[config.mk]
export PLATFORM = sky130hd
export DESIGN_NAME = sscev_top
export DESIGN_NICKNAME = d
export VERILOG_FILES = /design/src/sscev_pkg.sv /design/src/sscev_socket.sv /design/src/sscev_top.sv
export SDC_FILE = /design/constraint.sdc
export NUM_CORES = 1
export LEC_CHECK = 0
export BUFFER_PORTS_ARGS = -buffer_cell sky130_fd_sc_hd__buf_4
export CORE_MARGIN = 5
export CORE_UTILIZATION = 50
export CTS_CLUSTER_SIZE = 14
export DETAILED_ROUTE_END_ITERATION = 12
export PLACE_DENSITY = 0.81
export SLEW_MARGIN = 10
export SYNTH_ARGS = -nofsm -noshare
export SYNTH_HDL_FRONTEND = slang
export SYNTH_SLANG_ARGS = --single-unit
[constraint.sdc]
create_clock -name mclk -period 7.5 [get_ports mclk]
set_input_delay 1.125 -clock mclk [delete_from_list [all_inputs] [get_ports mclk]]
set_output_delay 1.125 -clock mclk [all_outputs]
set_load 0.1 [all_outputs]
[src/sscev_pkg.sv]
// How it works
// - six 32-bit socket registers per function, each function behind its own base
// - flags 00h, enables 04h, live 08h, injector 0Ch, controls 10h, power 20h
// - a flag records only that its status changed, not the new value
// - writing one clears a flag, writing zero leaves it alone
// - writing one to the injector bit sets the matching flag
// - bus reset clears flags unless power events are enabled; a status held high sets its flag again on release
// - a set flag raises the interrupt with its enable on; flags 1 and 2 need both detect enable bits on
// - bits 31 to 4 of flags and enables ignore writes, read zero
// - flag 3 sets on any change of the power cycle state
// - flag 2 sets on any change of the second detect state
// - flag 1 sets on any change of the first detect state
// - for a cardbus card flag 0 sets on a rising status edge only
// - for a 16-bit card flag 0 sets on both status edges
// - context bits survive bus reset while power events are enabled
// - enables gate only the interrupt, flags set regardless
// - enable bit 3 lets power cycle changes interrupt, resets to zero
// - detect enable field 11 allows, 00, 01 and 10 suppress
// - enable bit 0 lets card status changes interrupt, resets to zero
// - live state shows bits written through the injector
package sscev_pkg;
    localparam int NFUNC = 2;
    localparam int ADDR_W = 32;
    localparam int DATA_W = 32;
    localparam int BE_W = 4;
    localparam int OFS_W = 12;
    localparam int BASE_W = ADDR_W - OFS_W;
    localparam int EV_W = 4;
    localparam int CTRL_W = 8;
    localparam int CSTS_BIT = 0;
    localparam int CD1_BIT = 1;
    localparam int CD2_BIT = 2;
    localparam int PWR_BIT = 3;
    localparam int PME_BIT = 0;
    localparam int INJ_LIVE_LO = 10;
    localparam int INJ_LIVE_W = 4;
    localparam int BE_LO = 0;
    localparam int BE_INJ = 1;
    localparam int SYNC_W = 10;
    localparam int CSTS_LO = 0;
    localparam int CD1_LO = 2;
    localparam int CD2_LO = 4;
    localparam int PWR_LO = 6;
    localparam int SYNC_GLB = 8;
    localparam int SYNC_BUS = 9;
    typedef logic [OFS_W-1:0] sscev_ofs_t;
    localparam sscev_ofs_t OFS_FLAGS = 12'h000;
    localparam sscev_ofs_t OFS_ENABLES = 12'h004;
    localparam sscev_ofs_t OFS_LIVE = 12'h008;
    localparam sscev_ofs_t OFS_INJECT = 12'h00C;
    localparam sscev_ofs_t OFS_CTRL = 12'h010;
    localparam sscev_ofs_t OFS_RSV_LO = 12'h014;
    localparam sscev_ofs_t OFS_RSV_HI = 12'h01C;
    localparam sscev_ofs_t OFS_PWR = 12'h020;
    localparam logic [DATA_W-1:0] ZERO = 32'h0000_0000;
    localparam logic [DATA_W-1:0] LIVE_FIXED = 32'h3000_0000;
    localparam logic [EV_W-1:0] EV_NONE = 4'h0;
    localparam logic [1:0] CD_ENABLE = 2'h3;
    localparam logic [CTRL_W-1:0] CTRL_RST = 8'h00;
    localparam logic [INJ_LIVE_W-1:0] INJ_RST = 4'h0;
    localparam logic [SYNC_W-1:0] SYNC_IDLE = 10'h300;
endpackage

[src/sscev_socket.sv]
`timescale 1ns/1ns
`default_nettype none
module sscev_socket (
    input wire logic mclk,
    input wire logic rst,
    input wire logic ctx_clear,
    input wire logic bus_rst,
    input wire logic cardbus_card,
    input wire logic [sscev_pkg::EV_W-1:0] live,
    input wire logic [sscev_pkg::EV_W-1:0] flag_clr,
    input wire logic [sscev_pkg::EV_W-1:0] flag_force,
    input wire logic mask_wr,
    input wire logic [sscev_pkg::EV_W-1:0] mask_wdata,
    output logic [sscev_pkg::EV_W-1:0] flags,
    output logic [sscev_pkg::EV_W-1:0] enables,
    output logic status_change_interrupt
);
    import sscev_pkg::*;
    logic [EV_W-1:0] prev_q, prev_d, flags_q, flags_d, en_q, en_d;
    logic [EV_W-1:0] chg, hit_w, clr_only;
    logic irq_q, irq_d, irq_pwr, irq_cd, irq_cs;

    always_comb begin
        chg = live ^ prev_q;
        prev_d = bus_rst ? EV_NONE : live;
        hit_w = EV_NONE;
        if (!bus_rst) begin
            hit_w[PWR_BIT] = chg[PWR_BIT];
            hit_w[CD2_BIT] = chg[CD2_BIT];
            hit_w[CD1_BIT] = chg[CD1_BIT];
            if (cardbus_card) begin
                hit_w[CSTS_BIT] = live[CSTS_BIT] & ~prev_q[CSTS_BIT];
            end else begin
                hit_w[CSTS_BIT] = chg[CSTS_BIT];
            end
        end
        // set beats clear, mask plays no part
        flags_d = (flags_q & ~flag_clr) | hit_w | flag_force;
        en_d = mask_wr ? mask_wdata : en_q;
        if (ctx_clear) begin
            flags_d = EV_NONE;
            en_d = EV_NONE;
        end
        irq_pwr = flags_q[PWR_BIT] & en_q[PWR_BIT];
        irq_cd = (flags_q[CD1_BIT] | flags_q[CD2_BIT])
            & (en_q[CD2_BIT:CD1_BIT] == CD_ENABLE);
        irq_cs = flags_q[CSTS_BIT] & en_q[CSTS_BIT];
        irq_d = irq_pwr | irq_cd | irq_cs;
        clr_only = flag_clr & ~hit_w & ~flag_force;
    end

    always_ff @(posedge mclk) begin
        if (rst) begin
            prev_q <= EV_NONE;
            flags_q <= EV_NONE;
            en_q <= EV_NONE;
            irq_q <= 1'h0;
        end else begin
            prev_q <= prev_d;
            flags_q <= flags_d;
            en_q <= en_d;
            irq_q <= irq_d;
        end
    end

    assign flags = flags_q;
    assign enables = en_q;
    assign status_change_interrupt = irq_q;
endmodule
`default_nettype wire

[src/sscev_top.sv]
`timescale 1ns/1ns
`default_nettype none
module sscev_top (
    input wire logic mclk,
    input wire logic rst,
    input wire logic global_reset_n,
    input wire logic bus_reset_n,
    input wire logic [sscev_pkg::BASE_W-1:0] func0_base,
    input wire logic [sscev_pkg::BASE_W-1:0] func1_base,
    input wire logic [sscev_pkg::ADDR_W-1:0] mem_addr,
    input wire logic mem_wr,
    input wire logic mem_rd,
    input wire logic [sscev_pkg::BE_W-1:0] mem_be,
    input wire logic [sscev_pkg::DATA_W-1:0] mem_wdata,
    output logic [sscev_pkg::DATA_W-1:0] mem_rdata,
    output logic mem_rvalid,
    input wire logic [sscev_pkg::NFUNC-1:0] card_status_state,
    input wire logic [sscev_pkg::NFUNC-1:0] detect_one_state,
    input wire logic [sscev_pkg::NFUNC-1:0] detect_two_state,
    input wire logic [sscev_pkg::NFUNC-1:0] power_cycle_state,
    input wire logic [sscev_pkg::NFUNC-1:0] cardbus_card,
    output logic [sscev_pkg::NFUNC-1:0] status_change_interrupt
);
    import sscev_pkg::*;

    logic [SYNC_W-1:0] s1_q;
    logic [SYNC_W-1:0] s1_d;
    logic [SYNC_W-1:0] s2_q;
    logic [SYNC_W-1:0] s2_d;
    logic glb;
    logic busr;

    logic [OFS_W-1:0] ofs;
    logic [NFUNC-1:0] hit;
    logic [NFUNC-1:0] sel;
    logic [NFUNC-1:0] wr_lo;
    logic [NFUNC-1:0] wr_inj;
    logic [NFUNC-1:0] mask_wr;
    logic [NFUNC-1:0] ctx_clear;
    logic rf;

    logic [EV_W-1:0] live [NFUNC];
    logic [EV_W-1:0] flag_clr [NFUNC];
    logic [EV_W-1:0] flag_force [NFUNC];
    logic [EV_W-1:0] flags_w [NFUNC];
    logic [EV_W-1:0] en_w [NFUNC];
    logic [EV_W-1:0] mask_wdata;

    logic [NFUNC-1:0] pme_q;
    logic [NFUNC-1:0] pme_d;
    logic [CTRL_W-1:0] ctrl_q [NFUNC];
    logic [CTRL_W-1:0] ctrl_d [NFUNC];
    logic [INJ_LIVE_W-1:0] inj_q [NFUNC];
    logic [INJ_LIVE_W-1:0] inj_d [NFUNC];
    logic [INJ_LIVE_W-1:0] inj_w;

    logic [DATA_W-1:0] rd_w;
    logic [DATA_W-1:0] rdata_q;
    logic [DATA_W-1:0] rdata_d;
    logic rvalid_q;
    logic rvalid_d;
    logic chk_q;
    logic chk_d;

    // pin synchronisers
    always_comb begin
        s1_d = {
            bus_reset_n,
            global_reset_n,
            power_cycle_state,
            detect_two_state,
            detect_one_state,
            card_status_state
        };
        s2_d = s1_q;
    end

    always_ff @(posedge mclk) begin
        if (rst) begin
            s1_q <= SYNC_IDLE;
            s2_q <= SYNC_IDLE;
        end else begin
            s1_q <= s1_d;
            s2_q <= s2_d;
        end
    end

    assign glb = ~s2_q[SYNC_GLB];
    assign busr = ~s2_q[SYNC_BUS];
    assign mask_wdata = mem_wdata[EV_W-1:0];
    assign inj_w = mem_wdata[INJ_LIVE_LO +: INJ_LIVE_W];

    // window decode and write strobes
    always_comb begin
        ofs = mem_addr[OFS_W-1:0];
        hit[0] = mem_addr[ADDR_W-1:OFS_W] == func0_base;
        hit[1] = mem_addr[ADDR_W-1:OFS_W] == func1_base;
        sel[0] = hit[0];
        sel[1] = hit[1] & ~hit[0];
        rf = sel[1];
        for (int f = 0; f < NFUNC; f++) begin
            live[f] = {
                s2_q[PWR_LO + f],
                s2_q[CD2_LO + f],
                s2_q[CD1_LO + f],
                s2_q[CSTS_LO + f]
            };
            wr_lo[f] = mem_wr & sel[f] & mem_be[BE_LO];
            wr_inj[f] = mem_wr & sel[f] & mem_be[BE_INJ];
            flag_clr[f] = EV_NONE;
            if (wr_lo[f] && ofs == OFS_FLAGS) begin
                flag_clr[f] = mem_wdata[EV_W-1:0];
            end
            flag_force[f] = EV_NONE;
            if (wr_lo[f] && ofs == OFS_INJECT) begin
                flag_force[f] = mem_wdata[EV_W-1:0];
            end
            mask_wr[f] = wr_lo[f] && ofs == OFS_ENABLES;
        end
    end

    // controls, power and injected live bits
    always_comb begin
        for (int f = 0; f < NFUNC; f++) begin
            ctx_clear[f] = glb | (busr & ~pme_q[f]);
            pme_d[f] = pme_q[f];
            if (wr_lo[f] && ofs == OFS_PWR) begin
                pme_d[f] = mem_wdata[PME_BIT];
            end
            if (glb) begin
                pme_d[f] = 1'h0;
            end
            ctrl_d[f] = ctrl_q[f];
            if (wr_lo[f] && ofs == OFS_CTRL) begin
                ctrl_d[f] = mem_wdata[CTRL_W-1:0];
            end
            if (ctx_clear[f]) begin
                ctrl_d[f] = CTRL_RST;
            end
            inj_d[f] = inj_q[f];
            if (wr_inj[f] && ofs == OFS_INJECT) begin
                inj_d[f] = inj_q[f] | inj_w;
            end
            if (glb || busr) begin
                inj_d[f] = INJ_RST;
            end
        end
    end

    always_ff @(posedge mclk) begin
        if (rst) begin
            pme_q <= {NFUNC{1'h0}};
            for (int f = 0; f < NFUNC; f++) begin
                ctrl_q[f] <= CTRL_RST;
                inj_q[f] <= INJ_RST;
            end
        end else begin
            pme_q <= pme_d;
            for (int f = 0; f < NFUNC; f++) begin
                ctrl_q[f] <= ctrl_d[f];
                inj_q[f] <= inj_d[f];
            end
        end
    end

    // read data, one cycle after the strobe
    always_comb begin
        rd_w = ZERO;
        if (|hit) begin
            case (ofs)
                OFS_FLAGS: begin
                    rd_w = DATA_W'(flags_w[rf]);
                end
                OFS_ENABLES: begin
                    rd_w = DATA_W'(en_w[rf]);
                end
                OFS_LIVE: begin
                    rd_w = LIVE_FIXED
                        | (DATA_W'(inj_q[rf]) << INJ_LIVE_LO)
                        | DATA_W'(live[rf]);
                end
                OFS_CTRL: begin
                    rd_w = DATA_W'(ctrl_q[rf]);
                end
                OFS_PWR: begin
                    rd_w = DATA_W'(pme_q[rf]) << PME_BIT;
                end
                default: begin
                    rd_w = ZERO;
                end
            endcase
        end
        rdata_d = mem_rd ? rd_w : rdata_q;
        rvalid_d = mem_rd;
        chk_d = mem_rd && (|hit)
            && (ofs == OFS_FLAGS || ofs == OFS_ENABLES);
    end

    always_ff @(posedge mclk) begin
        if (rst) begin
            rdata_q <= ZERO;
            rvalid_q <= 1'h0;
            chk_q <= 1'h0;
        end else begin
            rdata_q <= rdata_d;
            rvalid_q <= rvalid_d;
            chk_q <= chk_d;
        end
    end

    assign mem_rdata = rdata_q;
    assign mem_rvalid = rvalid_q;

    // one event block per function
    for (genvar g = 0; g < NFUNC; g++) begin : g_sock
        sscev_socket u_sock (
            .mclk(mclk),
            .rst(rst),
            .ctx_clear(ctx_clear[g]),
            .bus_rst(busr),
            .cardbus_card(cardbus_card[g]),
            .live(live[g]),
            .flag_clr(flag_clr[g]),
            .flag_force(flag_force[g]),
            .mask_wr(mask_wr[g]),
            .mask_wdata(mask_wdata),
            .flags(flags_w[g]),
            .enables(en_w[g]),
            .status_change_interrupt(status_change_interrupt[g])
        );
    end
endmodule
`default_nettype wire
==> flow_summary_export.csv <==
group,metric,value,unit
detailed_routing,post_drt_wl_per_cell,16.0,um
global_routing,grt_pass1_wl,17300,um
die,die_y,103,um
setup_path,worstPathMaxFanout,11,
finish,layout_common_cells,"buf_4 (120), dfxtp_1 (70), nand2_1 (68)",
finish,syn_to_final_growth,23.9,%
global_routing,grt_max_degree,34,
clock_network,path_clk_slew,0.08,ns
sta,relSlewSlack,25.3,%
sta,fin_hold_ws,0.416,ns
die,core,8300,um2
die,boundaryPins,159,
detailed_routing,routed_wl,11100,um
detailed_routing,initialDrtViolationCount,280,
global_routing,grt_pass1_vias,3786,
setup_path,startpoint_type,"input pin",
synth,synth_cell_types,47,
synth,seq_area_frac_synth,43.6,%
synth,yosys_warnings,0,
die,die_area,10600,um2
die,rows,33,
detailed_routing,drc_errors,0,
sta,finalClockSkew,0.0131,ns
power,powerDensity,176,nW/um2
finish,antenna_cells,0,
sta,hold_viol,0,
sta,fmax,256,MHz
synth,yosys_most_used_dff,"dfxtp_1",
power,ir_drop,137,uV
synth,yosysTopAreaCell,"dfxtp_1",
synth,synth_top_area_share,32.5,%
clock_network,h-tree-depth,3,
synth,synthTopCellsByArea,"dfxtp_1 (32%), edfxtp_1 (11%), nand2_1 (5.9%), xor2_1 (5.3%), mux2i_1 (4.6%)",
placement,hpwlAfterDp,8540,um
power,p_leak,2.15,nW
placement,gp_congestion,0.873,
power,finalPower,0.940,mW
sta,fin_setup_tns,0,ns
detailed_routing,drt-vias-per-instance,5.50,
clock_network,postCtsSetupBuffers,0,
clock_network,cts_hold_buf,0,
finish,fin_nets,709,
clock_network,ctsLongestPathBuffers,2,
setup_path,worstSetupPathType,"in2reg",
setup_path,endpoint_kind,"register",
sta,min_period_over_period,52.1,%
detailed_routing,ant_nets,0,
clock_network,numCtsBuffers,9,
synth,avgSynthCellArea,9.07,um2
outcome,status,"finished, final reports clean",
sta,post-route-min-period,3.91,ns
synth,synth-seq-cells,86,
sta,final_max_slew_viol_count,0,
die,fp.dieW,103,um
clock_network,cts_sinks,86,
global_routing,antenna_found_initial,0,
global_routing,overflow,0,
detailed_routing,firstDrtPassIters,4,
clock_network,cts_tree,"built",
detailed_routing,vias,3814,
clock_network,cts_root_buffer,"clkbuf_8",
synth,synth_area,4320,um2
finish,drive_gt1_share,25.5,%
synth,syn_inst,476,
placement,io_buffers,118,
job,drv_cap,0,
finish,final_common_cell,"buf_4",
finish,n_fill_cell,708,
setup_path,critical_path_arrival,3.88,ns
sta,rsz0062_at_grt,"false",
synth,synth_edf_count,16,
sta,timing.final.setup_violations,0,
synth,synth-async-reset-ratio,0,%
global_routing,grt_util_all_layers,21.1,%
die,start_util,52.0,%
clock_network,clock_latency,0.36,ns
sta,worst_slew_pin_slew,1.11,ns
worst_hold_path,hold_path_class,"reg2reg",
clock_network,cts_resized,0,
setup_path,worst_ep_required_time,7.47,ns
Yosys cell counts, drive strengths merged (3+ instances only):
| library cell | count |
|---|---|
| a221oi | 5 |
| nand2 | 68 |
| dfxtp | 70 |
| nor3 | 7 |
| nor4 | 7 |
| o21ai | 11 |
| clkbuf | 16 |
| nor2 | 37 |
| mux2i | 20 |
| o41a | 4 |
| xor2 | 26 |
| a31o | 3 |
| nand4 | 11 |
| and2 | 10 |
| edfxtp | 16 |
| o211ai | 18 |
| nor2b | 22 |
| or4 | 7 |
| nand3 | 19 |
| buf | 25 |
| a211oi | 3 |
| a31oi | 6 |
| o31ai | 3 |
| xnor2 | 20 |
| or2 | 4 |
| a21oi | 8 |
| inv | 12 |
sequential cells by signal, indices dropped and copies added, names as in the netlist:
register / flops
ctrl_q: 16
mem_rdata: 13
s1_q: 10
s2_q: 10
g_sock.u_sock.enables: 8
g_sock.u_sock.flags: 8
g_sock.u_sock.prev_q: 8
inj_q: 8
g_sock.u_sock.status_change_interrupt: 2
pme_q: 2
mem_rvalid: 1
per-layer routing:
layer	up-vias	GRT usage (%)	share of wire [%]
li1	1847	-	-
met1	1777	24.0	39
met2	157	36.6	50
met3	33	5.14	8.4
met4	0	10.5	3.2
met5	-	0	0
final cells by class:
cell class | count | area, um2 | share of cell area (%)
clock buffers | 9 | 124 | 2.32
clock inverters | 7 | 47.5 | 0.889
inverters | 12 | 45.0 | 0.842
multi-input cells | 354 | 2220 | 41.4
flip-flops and latches | 86 | 1880 | 35.2
well taps | 105 | 131 | 2.46
repair buffers | 120 | 901 | 16.8
metrics by stage:
step | setup WS, ns | utilization (%) | cell area (um2) | instances
floorplan | 3.78 | - | 4380 | 493
global placement | 3.28 | 62.4 | 5170 | 677
CTS | 3.60 | 64.4 | 5350 | 693
finish | 3.59 | 64.4 | 5350 | 693
detailed placement | 3.21 | 62.4 | 5170 | 677
global route | 3.40 | 64.4 | 5350 | 693
critical path, cell delays in order:
cell     delay, ns
buf_4         0.11
or4_4         0.55
or4_4         0.57
nor3b_4       0.50
nand3_1       0.13
o21ai_0       0.89
cells by family (layout without fill, tap and decap cells):
kind of cell | count (synthesis) | count (layout) | share of synthesized area [%]
AO/OA/AOI/OAI | 72 | 72 | 12.2
XOR/XNOR | 46 | 46 | 9.33
adder cells (fa/ha/maj) | 2 | 2 | 0.580
buffers and inverters | 53 | 148 | 6.55
flip-flops | 86 | 86 | 43.6
multiplexers | 20 | 20 | 4.64
other | 1 | 18 | 0.0869
AND/OR/NAND/NOR | 196 | 196 | 23.0
worst paths after layout:
path                            depth (start not counted)                from                          to  slack [ns]
worst max-delay path                                    6         mem_addr[1]  ctrl_q[1][6]$_SDFFCE_PP0P_        3.59
worst min-delay path                                    1  s1_q[9]$_SDFF_PP1_          s2_q[9]$_SDFF_PP1_        0.42
worst max register to register                          3  s2_q[8]$_SDFF_PP1_  ctrl_q[1][6]$_SDFFCE_PP0P_        5.07
worst min register to register                          1  s1_q[9]$_SDFF_PP1_          s2_q[9]$_SDFF_PP1_        0.42
power by group:
group          total, mW  internal [mW]  switching, mW
sequential         0.495          0.487        0.00791
combinational      0.157         0.0613         0.0960
clock              0.288          0.121          0.167
(Power assumes the default switching activity.)
